`src/hdl/bthr_pkg.sv`:
```
// Constants for the bridge type 1 header register bank
// Behaviour
// Header type reads fixed type 1 value
// Self-test register reads zero, read-only
// Both base address registers read zero
// Primary latency timer reads zero, read-only
// Secondary latency timer reads zero, read-only
// Upstream bus number RW, resets zero, inert
// Downstream bus number RW, resets zero
// Highest bus number RW, resets zero
// Base bit 0 width capability, lockable, resets one
// Limit bit 0 mirrors base capability bit
// Base bits 7:4 RW, reset all ones
// Limit bits 7:4 RW, reset zero
// Base and limit govern I/O forwarding
// Downstream status low byte reads zero
// Inside window when base <= A[15:12] <= limit; code also requires A[31:16] zero
package bthr_pkg;

	localparam int ADDR_W = 12;
	localparam int DATA_W = 32;
	localparam int IDX_W  = 10;

	// Register indices; byte address is four times the index
	localparam logic [IDX_W-1:0] IDX_PRIMARY_LATENCY_TIMER   = 10'h00d;
	localparam logic [IDX_W-1:0] IDX_HEADER_TYPE             = 10'h00e;
	localparam logic [IDX_W-1:0] IDX_SELF_TEST               = 10'h00f;
	localparam logic [IDX_W-1:0] IDX_BASE_ADDRESS_ZERO       = 10'h010;
	localparam logic [IDX_W-1:0] IDX_BASE_ADDRESS_ONE        = 10'h014;
	localparam logic [IDX_W-1:0] IDX_UPSTREAM_BUS_NUMBER     = 10'h018;
	localparam logic [IDX_W-1:0] IDX_SECONDARY_LATENCY_TIMER = 10'h018;
	localparam logic [IDX_W-1:0] IDX_DOWNSTREAM_BUS_NUMBER   = 10'h019;
	localparam logic [IDX_W-1:0] IDX_HIGHEST_BUS_NUMBER      = 10'h01a;
	localparam logic [IDX_W-1:0] IDX_IO_WINDOW_BASE          = 10'h01c;
	localparam logic [IDX_W-1:0] IDX_IO_WINDOW_LIMIT         = 10'h01d;
	localparam logic [IDX_W-1:0] IDX_DOWNSTREAM_SIDE_STATUS  = 10'h01e;
	localparam logic [IDX_W-1:0] IDX_IO_CONTROL              = 10'h040;
	localparam logic [IDX_W-1:0] IDX_IO_DECODE_STATUS        = 10'h041;

	// Field positions
	localparam int SEC_LATENCY_LSB = 8;
	localparam int IO_CAP_BIT   = 0;
	localparam int IO_ADDR_LSB  = 4;
	localparam int IO_ADDR_MSB  = 7;
	localparam int IO_LOCK_BIT  = 0;
	localparam int IO_EMPTY_BIT = 0;
	localparam int IO_HIT_BIT   = 1;

	// Reset and fixed values
	localparam logic [7:0]  PRIMARY_LATENCY_TIMER_VAL   = 8'h00;
	localparam logic [7:0]  HEADER_TYPE_VAL             = 8'h01;
	localparam logic [7:0]  SELF_TEST_VAL               = 8'h00;
	localparam logic [31:0] BASE_ADDRESS_VAL            = 32'h0000_0000;
	localparam logic [7:0]  SECONDARY_LATENCY_TIMER_VAL = 8'h00;
	localparam logic [7:0]  BUS_NUMBER_RST              = 8'h00;
	localparam logic        IO_CAP_RST                  = 1'b1;
	localparam logic [3:0]  IO_BASE_RST                 = 4'hf;
	localparam logic [3:0]  IO_LIMIT_RST                = 4'h0;
	localparam logic [7:0]  DOWNSTREAM_STATUS_LOW_VAL   = 8'h00;
	localparam logic        IO_LOCK_RST                 = 1'b0;

	localparam logic [1:0]  RESP_OKAY   = 2'b00;
	localparam logic [1:0]  RESP_SLVERR = 2'b10;

endpackage

```
`src/hdl/bthr_io_window.sv`:
```
// I/O window decode against base and limit fields
module bthr_io_window
	import bthr_pkg::*;
(
	input  wire logic        aclk,
	input  wire logic        aresetn,
	input  wire logic [3:0]  io_base,
	input  wire logic [3:0]  io_limit,
	input  wire logic        req_valid,
	input  wire logic [31:0] req_addr,
	output logic             hit_valid_q,
	output logic             hit_q,
	output logic             empty
);

	logic in_range;

	// Upper address bits have no base/limit here, so must be zero
	assign empty    = (io_base > io_limit);
	assign in_range = (req_addr[31:16] == 16'h0000) &&
	                  (req_addr[15:12] >= io_base) &&
	                  (req_addr[15:12] <= io_limit);

	always_ff @(posedge aclk) begin
		if (!aresetn) begin
			hit_valid_q <= 1'b0;
			hit_q       <= 1'b0;
		end else begin
			hit_valid_q <= req_valid;
			if (req_valid) begin
				hit_q <= in_range && !empty;
			end
		end
	end

endmodule

```
`src/hdl/bthr_regs.sv`:
```
// Type 1 header register bank with AXI4-Lite slave and I/O window decode
module bthr_regs
	import bthr_pkg::*;
(
	input  wire logic              aclk,
	input  wire logic              aresetn,
	// AXI4-Lite write address
	input  wire logic [ADDR_W-1:0] s_axi_awaddr,
	input  wire logic [2:0]        s_axi_awprot,
	input  wire logic              s_axi_awvalid,
	output logic                   s_axi_awready,
	// AXI4-Lite write data
	input  wire logic [DATA_W-1:0] s_axi_wdata,
	input  wire logic [3:0]        s_axi_wstrb,
	input  wire logic              s_axi_wvalid,
	output logic                   s_axi_wready,
	// AXI4-Lite write response
	output logic [1:0]             s_axi_bresp,
	output logic                   s_axi_bvalid,
	input  wire logic              s_axi_bready,
	// AXI4-Lite read address
	input  wire logic [ADDR_W-1:0] s_axi_araddr,
	input  wire logic [2:0]        s_axi_arprot,
	input  wire logic              s_axi_arvalid,
	output logic                   s_axi_arready,
	// AXI4-Lite read data
	output logic [DATA_W-1:0]      s_axi_rdata,
	output logic [1:0]             s_axi_rresp,
	output logic                   s_axi_rvalid,
	input  wire logic              s_axi_rready,
	// I/O request decode
	input  wire logic              io_req_valid,
	input  wire logic [31:0]       io_req_addr,
	output logic                   io_hit_valid_q,
	output logic                   io_hit_q,
	// Bus numbers for the routing logic
	output logic [7:0]             downstream_bus_number_q,
	output logic [7:0]             highest_bus_number_q
);

	function automatic logic [IDX_W-1:0] addr_to_index(input logic [ADDR_W-1:0] a);
		addr_to_index = a[ADDR_W-1:2];
	endfunction

	function automatic logic index_mapped(input logic [IDX_W-1:0] i);
		case (i)
			IDX_PRIMARY_LATENCY_TIMER,
			IDX_HEADER_TYPE,
			IDX_SELF_TEST,
			IDX_BASE_ADDRESS_ZERO,
			IDX_BASE_ADDRESS_ONE,
			IDX_UPSTREAM_BUS_NUMBER,
			IDX_DOWNSTREAM_BUS_NUMBER,
			IDX_HIGHEST_BUS_NUMBER,
			IDX_IO_WINDOW_BASE,
			IDX_IO_WINDOW_LIMIT,
			IDX_DOWNSTREAM_SIDE_STATUS,
			IDX_IO_CONTROL,
			IDX_IO_DECODE_STATUS: index_mapped = 1'b1;
			default:              index_mapped = 1'b0;
		endcase
	endfunction

	////////////////////////////////////////////////////////////////////////////////

	logic [7:0]        upstream_bus_number_q;
	logic              io_width_capability_q;
	logic [3:0]        io_window_base_q;
	logic [3:0]        io_window_limit_q;
	logic              io_lock_q;
	logic              window_empty;

	logic              aw_held_q;
	logic [IDX_W-1:0]  aw_idx_q;
	logic              w_held_q;
	logic [DATA_W-1:0] w_data_q;
	logic [3:0]        w_strb_q;
	logic              do_write;
	logic [DATA_W-1:0] rd_word;
	logic [IDX_W-1:0]  ar_idx;

	////////////////////////////////////////////////////////////////////////////////
	// Write channel capture, either order

	assign s_axi_awready = !aw_held_q && !s_axi_bvalid;
	assign s_axi_wready  = !w_held_q && !s_axi_bvalid;
	assign do_write      = aw_held_q && w_held_q && !s_axi_bvalid;

	always_ff @(posedge aclk) begin
		if (!aresetn) begin
			aw_held_q <= 1'b0;
			aw_idx_q  <= '0;
		end else if (s_axi_awvalid && s_axi_awready) begin
			aw_held_q <= 1'b1;
			aw_idx_q  <= addr_to_index(s_axi_awaddr);
		end else if (do_write) begin
			aw_held_q <= 1'b0;
		end
	end

	always_ff @(posedge aclk) begin
		if (!aresetn) begin
			w_held_q <= 1'b0;
			w_data_q <= '0;
			w_strb_q <= '0;
		end else if (s_axi_wvalid && s_axi_wready) begin
			w_held_q <= 1'b1;
			w_data_q <= s_axi_wdata;
			w_strb_q <= s_axi_wstrb;
		end else if (do_write) begin
			w_held_q <= 1'b0;
		end
	end

	always_ff @(posedge aclk) begin
		if (!aresetn) begin
			s_axi_bvalid <= 1'b0;
			s_axi_bresp  <= RESP_OKAY;
		end else if (do_write) begin
			s_axi_bvalid <= 1'b1;
			s_axi_bresp  <= index_mapped(aw_idx_q) ? RESP_OKAY : RESP_SLVERR;
		end else if (s_axi_bready) begin
			s_axi_bvalid <= 1'b0;
		end
	end

	////////////////////////////////////////////////////////////////////////////////
	// Writable fields; read-only words ignore writes

	always_ff @(posedge aclk) begin
		if (!aresetn) begin
			upstream_bus_number_q <= BUS_NUMBER_RST;
		end else if (do_write && aw_idx_q == IDX_UPSTREAM_BUS_NUMBER && w_strb_q[0]) begin
			upstream_bus_number_q <= w_data_q[7:0];
		end
	end

	always_ff @(posedge aclk) begin
		if (!aresetn) begin
			downstream_bus_number_q <= BUS_NUMBER_RST;
		end else if (do_write && aw_idx_q == IDX_DOWNSTREAM_BUS_NUMBER && w_strb_q[0]) begin
			downstream_bus_number_q <= w_data_q[7:0];
		end
	end

	always_ff @(posedge aclk) begin
		if (!aresetn) begin
			highest_bus_number_q <= BUS_NUMBER_RST;
		end else if (do_write && aw_idx_q == IDX_HIGHEST_BUS_NUMBER && w_strb_q[0]) begin
			highest_bus_number_q <= w_data_q[7:0];
		end
	end

	always_ff @(posedge aclk) begin
		if (!aresetn) begin
			io_lock_q <= IO_LOCK_RST;
		end else if (do_write && aw_idx_q == IDX_IO_CONTROL && w_strb_q[0]) begin
			io_lock_q <= w_data_q[IO_LOCK_BIT];
		end
	end

	// Capability bit changes only while unlocked
	always_ff @(posedge aclk) begin
		if (!aresetn) begin
			io_width_capability_q <= IO_CAP_RST;
			io_window_base_q      <= IO_BASE_RST;
		end else if (do_write && aw_idx_q == IDX_IO_WINDOW_BASE && w_strb_q[0]) begin
			if (!io_lock_q) begin
				io_width_capability_q <= w_data_q[IO_CAP_BIT];
			end
			io_window_base_q <= w_data_q[IO_ADDR_MSB:IO_ADDR_LSB];
		end
	end

	always_ff @(posedge aclk) begin
		if (!aresetn) begin
			io_window_limit_q <= IO_LIMIT_RST;
		end else if (do_write && aw_idx_q == IDX_IO_WINDOW_LIMIT && w_strb_q[0]) begin
			io_window_limit_q <= w_data_q[IO_ADDR_MSB:IO_ADDR_LSB];
		end
	end

	////////////////////////////////////////////////////////////////////////////////
	// Read path

	assign s_axi_arready = !s_axi_rvalid;
	assign ar_idx        = addr_to_index(s_axi_araddr);

	always_comb begin
		rd_word = '0;
		case (ar_idx)
			IDX_PRIMARY_LATENCY_TIMER: rd_word[7:0] = PRIMARY_LATENCY_TIMER_VAL;
			IDX_HEADER_TYPE:           rd_word[7:0] = HEADER_TYPE_VAL;
			IDX_SELF_TEST:             rd_word[7:0] = SELF_TEST_VAL;
			IDX_BASE_ADDRESS_ZERO:     rd_word      = BASE_ADDRESS_VAL;
			IDX_BASE_ADDRESS_ONE:      rd_word      = BASE_ADDRESS_VAL;
			IDX_UPSTREAM_BUS_NUMBER: begin
				rd_word[7:0] = upstream_bus_number_q;
				rd_word[SEC_LATENCY_LSB+:8] = SECONDARY_LATENCY_TIMER_VAL;
			end
			IDX_DOWNSTREAM_BUS_NUMBER: rd_word[7:0] = downstream_bus_number_q;
			IDX_HIGHEST_BUS_NUMBER:    rd_word[7:0] = highest_bus_number_q;
			IDX_IO_WINDOW_BASE: begin
				rd_word[IO_ADDR_MSB:IO_ADDR_LSB] = io_window_base_q;
				rd_word[IO_CAP_BIT] = io_width_capability_q;
			end
			IDX_IO_WINDOW_LIMIT: begin
				rd_word[IO_ADDR_MSB:IO_ADDR_LSB] = io_window_limit_q;
				rd_word[IO_CAP_BIT] = io_width_capability_q;
			end
			IDX_DOWNSTREAM_SIDE_STATUS: rd_word[7:0] = DOWNSTREAM_STATUS_LOW_VAL;
			IDX_IO_CONTROL:             rd_word[IO_LOCK_BIT] = io_lock_q;
			IDX_IO_DECODE_STATUS: begin
				rd_word[IO_EMPTY_BIT] = window_empty;
				rd_word[IO_HIT_BIT]   = io_hit_q;
			end
			default:                    rd_word = '0;
		endcase
	end

	always_ff @(posedge aclk) begin
		if (!aresetn) begin
			s_axi_rvalid <= 1'b0;
			s_axi_rdata  <= '0;
			s_axi_rresp  <= RESP_OKAY;
		end else if (s_axi_arvalid && s_axi_arready) begin
			s_axi_rvalid <= 1'b1;
			s_axi_rdata  <= rd_word;
			s_axi_rresp  <= index_mapped(ar_idx) ? RESP_OKAY : RESP_SLVERR;
		end else if (s_axi_rready) begin
			s_axi_rvalid <= 1'b0;
		end
	end

	////////////////////////////////////////////////////////////////////////////////
	// Forwarding decision for I/O requests

	bthr_io_window u_io_window (
		.aclk        (aclk),
		.aresetn     (aresetn),
		.io_base     (io_window_base_q),
		.io_limit    (io_window_limit_q),
		.req_valid   (io_req_valid),
		.req_addr    (io_req_addr),
		.hit_valid_q (io_hit_valid_q),
		.hit_q       (io_hit_q),
		.empty       (window_empty)
	);

endmodule
```
`config.mk`:
```
export PLATFORM = sky130hd
export DESIGN_NAME = bthr_regs
export DESIGN_NICKNAME = d
export VERILOG_FILES = /design/src/hdl/bthr_pkg.sv /design/src/hdl/bthr_io_window.sv /design/src/hdl/bthr_regs.sv
export SDC_FILE = /design/constraint.sdc
export NUM_CORES = 1
export LEC_CHECK = 0
export BUFFER_PORTS_ARGS = -buffer_cell sky130_fd_sc_hd__buf_2
export CAP_MARGIN = 30
export CORE_AREA = 3 3 124 66
export CTS_CLUSTER_DIAMETER = 50
export CTS_CLUSTER_SIZE = 8
export DETAILED_ROUTE_END_ITERATION = 6
export DIE_AREA = 0 0 127 69
export MAX_ROUTING_LAYER = met4
export PLACE_DENSITY = 0.94
export SLEW_MARGIN = 0
export SYNTH_ARGS = -nofsm -noshare
export SYNTH_HDL_FRONTEND = slang
export SYNTH_SLANG_ARGS = --single-unit
```
`constraint.sdc`:
```
create_clock -name aclk -period 4.8 [get_ports aclk]
set_clock_uncertainty 0.05 [all_clocks]
set_input_delay 0.24 -clock aclk [delete_from_list [all_inputs] [get_ports aclk]]
set_output_delay 0.24 -clock aclk [all_outputs]
set_load 0.02 [all_outputs]
```
# Yosys cells after proc, flatten, opt, wreduce, memory -nomap -nowiden

Index checks and enable logic that the tools add are counted.

Register bits: 71
Input bits: 106
Output and inout port bits: 59
Word-level logic and storage cells: 104

Magnitude comparators: 3
Eq/ne operators: 26
Bitwise gates (word level): 1
Muxes and demuxes: 19
Reduce and logical (&&, ||, !) cells: 36

Operator list:

| kind                  | count |
|---|---|
| $eq A10 B5 Y1 const B | 16 |
| $eq A10 B4 Y1 const B | 6 |
| $eq A10 B7 Y1 const B | 4 |
| $reduce_or A13 Y1     | 2 |
| $logic_and A1 B1 Y1   | 22 |
| $pmux W4 S5           | 1 |
| $logic_not A16 Y1     | 1 |
| $mux W1               | 13 |
| $reduce_bool A2 Y1    | 4 |
| $pmux W1 S7           | 1 |
| $pmux W2 S3           | 1 |
| $logic_not A1 Y1      | 5 |
| $ge A4 B4 Y1          | 1 |
| $gt A4 B4 Y1          | 1 |
| $le A4 B4 Y1          | 1 |
| $mux W2               | 2 |
| $pmux W1 S4           | 1 |
| $reduce_and A2 Y1     | 1 |
| $reduce_or A2 Y1      | 1 |
| $not A1 Y1            | 1 |

# Depth between registers and ports, before layout

Gate-level depths: netlist of run 1.

Depth in word-level cells: 6
Gate-level depth with buffers: 7
Gate-level depth less buffers: 7

# Modules after synthesis

A second synthesis of run 1 with hierarchy kept.

Cell total of the unflattened synthesis: 425
Area total of the unflattened synthesis: 3,732.3 µm²

By module, submodules not included:

| module         | area each (µm²) | cells each | instances | seq. area each (µm²) |
|---|---|---|---|---|
| bthr_regs      | 3,339.5         | 379        | 1         | 1,341.3 |
| bthr_io_window | 392.9           | 46         | 1         | 40.0 |

# Worst setup path before layout of run 1

Ideal clock, no wire load.

Kind: flip-flop to flip-flop
Start point: register s_axi_bvalid
End point: register highest_bus_number_q[7]
Arrival time: 1.718 ns
Required time: 4.635 ns
Slack: 2.917 ns
Period minus slack after synthesis: 1.883 ns
Cell stages (with the launch flop): 7
Path buffers: 1
Library setup time: 0.115 ns
Cell sequence: dfxtp_1 -> nand3b_2 -> nor4_4 -> nand3b_4 -> buf_6 -> nand3_2 -> o21ai_2

Cells in the longest elaborated chain, start to end: 4

RTL lines:

| element                           | line             | source |
|---|---|---|
| from (decl)                       | bthr_regs.sv:19  | `output logic s_axi_bvalid,` |
| from (signal assigned)            | bthr_regs.sv:117 | `s_axi_bvalid <= 1'b0;` |
| from (signal assigned)            | bthr_regs.sv:120 | `s_axi_bvalid <= 1'b1;` |
| from (signal assigned)            | bthr_regs.sv:123 | `s_axi_bvalid <= 1'b0;` |
| $logic_not A1 Y1                  | bthr_regs.sv:87  | `assign do_write = aw_held_q && w_held_q && !s_axi_bvalid;` |
| $logic_and A1 B1 Y1               | bthr_regs.sv:87  |  |
| $logic_and A1 B1 Y1 (2 in series) | bthr_regs.sv:149 | `end else if (do_write && aw_idx_q == IDX_HIGHEST_BUS_NUMBER && w_strb_q[0]) begin` |
| to (signal assigned)              | bthr_regs.sv:150 | `highest_bus_number_q <= w_data_q[7:0];` |
| to (decl)                         | bthr_regs.sv:38  | `output logic [7:0] highest_bus_number_q` |

No other way between the ends.
A chain may end at the register's enable or synchronous reset.

# Final worst setup path of run 1

Start point: register s_axi_bvalid
End point: register highest_bus_number_q[5]

The elaborated chain is that of the path after synthesis.

==> results of run 1 <==
-- layout by cell type, fill, tap and decap left out, types with 3 or more instances in the layout --
cell       netlist  layout
and2_1           4       4
o21ai_2          8       8
nor2b_1         20      20
nand4_1          6       6
nor2_1          17      17
a21oi_1         15      15
a32o_1           3       3
ha_1            12      12
a21boi_0        12      12
o21ai_0         46      46
o21a_1           3       3
clkbuf_16        0       9
nand3_1         31      31
mux2i_1         18      18
buf_2            4      89
nor4_1           5       5
nand2b_1         3       3
clkbuf_8         0       3
dfxtp_1         69      69
inv_1           16      16
nand2_1         40      40
nor3_1           4       4
conb_1           1      26
a31oi_1          4       4
-- metal layers --
| layer | vias to the layer above | part of all wire [%] | GRT usage, % |
|---|---|---|---|
| met1 | 1536 | 44 | 26.5 |
| met3 | 13 | 8.4 | 5.42 |
| li1 | 1621 | - | - |
| met5 | - | 0 | - |
| met4 | 0 | 0.99 | 5.83 |
| met2 | 184 | 46 | 31.1 |
-- through the flow --
| stage | setup WS [ns] | utilization [%] |
|---|---|---|
| 6_report | 2.64 | 59.3 |
| 5_1_grt | 2.46 | 59.3 |
| 4_1_cts | 2.64 | 59.3 |
| 3_5_place_dp | 2.66 | 55.5 |
| 3_3_place_gp | 2.75 | 55.5 |
| 2_1_floorplan | 2.92 | - |
-- state kept, by name, indices dropped and copies added (netlist names), 4 cells and up --
| signal | count |
|---|---|
| highest_bus_number_q | 8 |
| upstream_bus_number_q | 8 |
| s_axi_rdata | 8 |
| downstream_bus_number_q | 8 |
| io_window_base_q | 4 |
| w_data_q | 8 |
| io_window_limit_q | 4 |
| aw_idx_q | 10 |
-- worst max-delay path, stage by stage, from the launching register on --
cell      delay, ns
dfxtp_1        0.35
nand3b_2       0.34
nor4_4         0.66
nand3b_4       0.36
nand3_1        0.21
o21ai_2        0.06
-- final cells by class --
class | count | area, sq um | area share (%)
well taps | 96 | 120 | 2.81
repair buffers | 90 | 453 | 10.6
flip-flops and latches | 69 | 1380 | 32.3
inverters | 16 | 60.1 | 1.40
clock inverters | 1 | 5.00 | 0.117
multi-input cells | 318 | 1990 | 46.4
clock buffers | 14 | 274 | 6.40
-- power breakdown --
part | internal [mW] | leakage (nW) | switching, mW
clock | 0.388 | 0.139 | 0.219
combinational | 0.0592 | 1.17 | 0.102
sequential | 0.592 | 0.561 | 0.0162
total | 1.04 | 1.87 | 0.337
-- cells by family (layout without fill, tap and decap cells) --
| group | count (synthesis) | in the layout | synth area share, % |
|---|---|---|---|
| buf+inv | 61 | 121 | 9.58 |
| simple gates | 153 | 153 | 23.9 |
| mux | 18 | 18 | 4.98 |
| other cells | 1 | 26 | 0.104 |
| fa+ha+maj | 12 | 12 | 4.15 |
| compound gates | 109 | 109 | 19.2 |
| flops | 69 | 69 | 38.2 |
-- worst max-delay path by stage --
stage                 startpoint                    endpoint  slack, ns  cells past startpoint
floorplan           s_axi_bvalid     highest_bus_number_q[7]       2.92                      6
global placement    s_axi_bvalid     highest_bus_number_q[1]       2.75                      5
detailed placement  s_axi_bvalid     highest_bus_number_q[0]       2.66                      5
CTS                 s_axi_bvalid       io_width_capability_q       2.64                      5
global route        s_axi_bvalid  downstream_bus_number_q[0]       2.46                      5
finish              s_axi_bvalid     highest_bus_number_q[5]       2.64                      5
==> results.txt, run 1 <==
status -> complete, no violations
later-pin clock latency in the skew report -> 0.32 ns
Seq/Total Area, Yosys -> 38.2%
post-CTS sizing -> 0
end of the worst hold path -> w_data_q[6]
CTS clk-pin slew, worst paths -> 0.05 ns
Finished Layout Cells -> 604
Tmin final -> 2.16 ns
kind of critical path -> register to register
number of global-route vias before repair -> 2,924
leading cell types by total area after synthesis -> dfxtp_1, o21ai_0, buf_4
core area -> 7210 sq um
Avg WL per Cell -> 14.5 microns
DR pass1 iterations -> 5
# rows -> 22
Min Hold Slack -> 0.117 ns
postcts setup bufs -> 0
fill count -> 617
via/cell ratio -> 5.55
gr usage total -> 20.3%
RSZ-0062 raised after global routing -> false
layout cells sized above 1 -> 23.8%
mapped cell area -> 3620 sq um
# IOs -> 165
Distinct cells, synth -> 57
largest area contributor in the netlist -> dfxtp_1
most common cell in the netlist -> dfxtp_1
clock root buffer -> clkbuf_16
Die Ht -> 69 microns
largest net degree at the start of global routing -> 79
crit start category -> register
DRT iter0 DRCs -> 315
Worst R2R Start -> s_axi_bvalid
crit end category -> register
worst-case clock buffer depth -> 2
Final Max Tran Viols -> 0
LEAKAGE -> 1.87 nW
first-pass GRT wire length -> 14,200 microns
CTS tree -> built
crit share post-route -> 45.0%
Power Dens Cells -> 322 nW/um^2
DP Area -> 4000 sq um
die area -> 8760 sq um
FF-to-FF path depth -> 5
syn avg cell area -> 8.56 sq um
hold_buf cts -> 0
Initial Util -> 50.2%
TritonCTS Buffers -> 9
EDFF count, synth -> 0
Hold Path Origin -> s_axi_wdata[6]
Area growth, synth to finish -> 18.2%
htree depth -> 3
Final #Nets -> 622
setup violators final -> 0
Worst VDD drop -> 0.221 mV
Final Power -> 1.38 mW
Final GP Congestion -> 0.870
worst min-delay path class -> input pin to register
r2r endpoint -> highest_bus_number_q[5]
hold path depth -> 3
Async SR Flop Fraction -> 0%
post-route cell area -> 4280 sq um
Port Buffers -> 89
Synth top area share -> 38.2%
Yosys warning total -> 0
antenna fix cells -> 0
crit path max fanout -> 16
final wirelength -> 8780 microns
top cells by count, synth -> dfxtp_1, o21ai_0, nand2_1, nand3_1, buf_4
DRC -> 0
grt ovf -> 0
DR vias -> 3,354
Horiz. Die Dim -> 127 microns
total placed cells including tap cells -> 589
Seq cells post-synth -> 69
Worst Path Arrival -> 2.32 ns
ANT nets after route -> 0
final hold vios -> 0
maxcap violations -> 0
Synth Instances -> 423
dpl hpwl -> 6500 microns
Reg2Reg Setup Slack -> 2.64 ns
CTS Sinks -> 69
Req. time, crit path -> 4.96 ns
Fin Setup TNS -> 0 ns
Worst-Margin Slew -> 0.713 ns
Max Fclk -> 0.463 GHz
Main synth FF type -> dfxtp_1
worst rel slew slack -> 52.5%
initial antenna violation count -> 0
Power figures use the tool's default switching activity.
==> inputs of run 2 (changes only) <==
Settings changed: ABC_AREA set to 1, CORE_AREA 3 3 124 66 to 3 3 134 71, DIE_AREA 0 0 127 69 to 0 0 137 74, PLACE_DENSITY 0.94 to 0.87.
Clock period 4.8 ns to 1.75 ns, I/O delays scaled along.
==> run 2 against run 1 <==
Utilization fell by 5.8 points. Worst setup slack got worse by 2.5 ns. The flow now finishes with violations (negative hold slack). Global-route usage fell by 1.2 points. Via count rose by 7.5%. Total power rose to 2.9 times the previous value. Sequential share of layout area fell by 2.0 points. Critical endpoint is now highest_bus_number_q[1]. Count of clock-buffer cells in the layout fell by 4. Combinational power rose to 3.0 times the previous value.
==> results.txt, run 2 <==
initial antenna violation count -> 0 (unchanged)
RSZ-0062 raised after global routing -> false (unchanged)
final wirelength -> 9300 microns (was 8780 microns)
worst rel slew slack -> 54.3% (was 52.5%)
leading cell types by total area after synthesis -> dfxtp_1, nand2_1, a21oi_1 (was dfxtp_1, o21ai_0, buf_4)
DRC -> 0 (unchanged)
maxcap violations -> 0 (unchanged)
kind of critical path -> register to register (unchanged)
DR pass1 iterations -> 7 (was 5)
FF-to-FF path depth -> 8 (was 5)
Hold Path Origin -> s_axi_wdata[5] (was s_axi_wdata[6])
post-route cell area -> 4570 sq um (was 4280 sq um)
post-synthesis simple-gate area fraction -> 26.9% (was 23.9%)
hold path depth -> 3 (unchanged)
Post-Synth XOR/XNOR Area -> 0% (unchanged)
Worst VDD drop -> 0.441 mV (was 0.221 mV)
commonest non-fill, non-tap cell in the layout -> buf_2 (unchanged)
Final Max Tran Viols -> 0 (unchanged)
Min Hold Slack -> -0.00196 ns (was 0.117 ns)
crit share post-route -> 90.5% (was 45.0%)
later-pin clock latency in the skew report -> 0.34 ns (was 0.32 ns)
gr usage total -> 19.1% (was 20.3%)
post-synthesis adder-cell area fraction -> 4.14% (was 4.15%)
first-pass GRT wire length -> 15,000 microns (was 14,200 microns)
violated checks -> negative hold slack
die area -> 10,100 sq um (was 8760 sq um)
Final #Nets -> 743 (was 622)
final hold vios -> 1 (was 0)
largest area contributor in the netlist -> dfxtp_1 (unchanged)
Yosys warning total -> 0 (unchanged)
Worst-Margin Slew -> 0.684 ns (was 0.713 ns)
# rows -> 24 (was 22)
EDFF count, synth -> 0 (unchanged)
Async SR Flop Fraction -> 0% (unchanged)
CTS clk-pin slew, worst paths -> 0.06 ns (was 0.05 ns)
Crit-path slowest cell -> dfxtp_1 (was nor4_4)
worst-case clock buffer depth -> 2 (unchanged)
Final Power -> 3.99 mW (was 1.38 mW)
Critical Path Start -> aw_idx_q[8] (was s_axi_bvalid)
Finished Layout Cells -> 747 (was 604)
post-synthesis mux area share -> 0% (was 4.98%)
syn avg cell area -> 7.00 sq um (was 8.56 sq um)
crit start category -> register (unchanged)
ANT nets after route -> 0 (unchanged)
Seq/Total Area, Yosys -> 38.1% (was 38.2%)
Synth Instances -> 518 (was 423)
top cells by count, synth -> nand2_1, dfxtp_1, inv_1, nor2_1, a21oi_1 (was dfxtp_1, o21ai_0, nand2_1, nand3_1, buf_4)
core area -> 8530 sq um (was 7210 sq um)
Worst R2R Start -> aw_idx_q[8] (was s_axi_bvalid)
Reg2Reg Setup Slack -> 0.17 ns (was 2.64 ns)
Max Fclk -> 0.631 GHz (was 0.463 GHz)
via/cell ratio -> 4.83 (was 5.55)
Most common cell on crit path -> nand2_2
Initial Util -> 42.5% (was 50.2%)
Distinct cells, synth -> 28 (was 57)
DRT iter0 DRCs -> 279 (was 315)
crit path max fanout -> 16 (unchanged)
Req. time, crit path -> 1.91 ns (was 4.96 ns)
htree depth -> 3 (unchanged)
Worst Path Arrival -> 1.75 ns (was 2.32 ns)
Synth top area share -> 38.1% (was 38.2%)
layout cells sized above 1 -> 21.3% (was 23.8%)
final core occ -> 53.6% (was 59.3%)
Seq cells post-synth -> 69 (unchanged)
r2r endpoint -> highest_bus_number_q[1] (was highest_bus_number_q[5])
Worst path top cell family by delay -> simple AND/OR/NAND/NOR gates (unchanged)
Final GP Congestion -> 0.913 (was 0.870)
largest family of logic cells by synthesized area -> simple AND/OR/NAND/NOR gates (unchanged)
largest net degree at the start of global routing -> 50 (was 79)
Horiz. Die Dim -> 137 microns (was 127 microns)
Area growth, synth to finish -> 26.0% (was 18.2%)
Cell Chain, Critical Path -> nor2_2 > nand2_2 > nor2_4 > nand2_2 > nor2_4 > nand2_2 > o21ai_0 > a21oi_1 (was nand3b_2 > nor4_4 > nand3b_4 > nand3_1 > o21ai_2)
setup violators final -> 0 (unchanged)
Power Dens Cells -> 873 nW/um^2 (was 322 nW/um^2)
mapped cell area -> 3630 sq um (was 3620 sq um)
Port Buffers -> 89 (unchanged)
dpl hpwl -> 6900 microns (was 6500 microns)
Fin Setup TNS -> 0 ns (unchanged)
worst min-delay path class -> input pin to register (unchanged)
clock root buffer -> clkbuf_16 (unchanged)
CP Buf/Inv Count -> 0 (unchanged)
status -> finished with violations (was complete, no violations)
crit end category -> register (unchanged)
DR vias -> 3,605 (was 3,354)
Tmin final -> 1.58 ns (was 2.16 ns)
Main synth FF type -> dfxtp_1 (unchanged)
CTS tree -> built (unchanged)
most common cell in the netlist -> nand2_1 (was dfxtp_1)
max reg flops -> 10 (unchanged)
end of the worst hold path -> w_data_q[5] (was w_data_q[6])
most flop-heavy register -> aw_idx_q (unchanged)
total placed cells including tap cells -> 714 (was 589)
Die Ht -> 74 microns (was 69 microns)
TritonCTS Buffers -> 9 (unchanged)
Avg WL per Cell -> 12.4 microns (was 14.5 microns)
# IOs -> 165 (unchanged)
commonest non-fill, non-tap cells in the layout -> buf_2, nand2_1, dfxtp_1 (was buf_2, dfxtp_1, o21ai_0)
number of global-route vias before repair -> 3,353 (was 2,924)
CTS Sinks -> 69 (unchanged)
post-synthesis compound-gate area fraction -> 16.8% (was 19.1%)
antenna fix cells -> 0 (unchanged)
DP Area -> 4090 sq um (was 4000 sq um)
CP peak stage delay -> 0.32 ns (was 0.66 ns)
LEAKAGE -> 2.08 nW (was 1.87 nW)
grt ovf -> 0 (unchanged)
-- run 2: logic make-up (layout without fill, tap and decap cells) --
| group | Yosys count | count (layout) |
|---|---|---|
| simple gates | 210 | 210 |
| flops | 69 | 69 |
| fa+ha+maj | 12 | 12 |
| other cells | 1 | 26 |
| compound gates | 120 | 120 |
| buf+inv | 106 | 193 |
-- run 2: how the worst max path moves through the flow --
| stage | endpoint | slack (ns) | cells past startpoint |
|---|---|---|---|
| after floorplan | aw_idx_q[2] | 0.20 | 5 |
| after global placement | upstream_bus_number_q[6] | 0.19 | 6 |
| after detailed placement | upstream_bus_number_q[0] | 0.09 | 6 |
| after CTS | upstream_bus_number_q[0] | 0.06 | 6 |
| after global routing | highest_bus_number_q[6] | 0.03 | 8 |
| final | highest_bus_number_q[1] | 0.17 | 8 |
-- run 2: per-stage QoR --
stage | hold slack [ns] | worst slack (ns)
6_report | -0.00196 | 0.166
5_1_grt | 0.0406 | 0.0265
4_1_cts | 0.0000725 | 0.0646
3_5_place_dp | 0.265 | 0.0904
3_3_place_gp | 0.269 | 0.186
2_1_floorplan | 0.131 | 0.195
-- run 2: timing repair --
action | in CTS | in global routing
hold buffers | 17 | 0
gates resized for setup | 0 | 4
endpoints found under the hold margin | 17 | 0
setup buffers | 0 | 0
endpoints found under the setup margin | 0 | 8
-- run 2: power breakdown --
part / leakage (nW) / switching [mW] / internal [mW]
Combinational: 1.38 / 0.312 / 0.172
Sequential: 0.563 / 0.0533 / 1.63
Clock: 0.140 / 0.683 / 1.13
Total: 2.08 / 1.05 / 2.94
-- run 2: final cells by class --
cell class                 count  area, sq um
clock buffer                  10          239
clock inverter                 6         62.6
fill                         782         3960
inverter                      67          251
multi-input combinational    368         1840
sequential                    69         1380
tap                          117          146
timing repair buffer         110          646
-- run 2: worst reg2reg max path: cells and delay by family (launching register included) --
kind / cells / cell delay (ns)
compound gates: 2 / 0.28
flops: 1 / 0.32
simple gates: 6 / 0.82
-- run 2: per-layer routing --
metal  global-route usage, %  vias up  routed length, microns
met4                    5.53        0                     129
li1                        -     1842                       -
met1                    23.3     1622                    4140
met2                    31.6      126                    4450
met3                    5.27       15                     578
met5                       -        -                       0
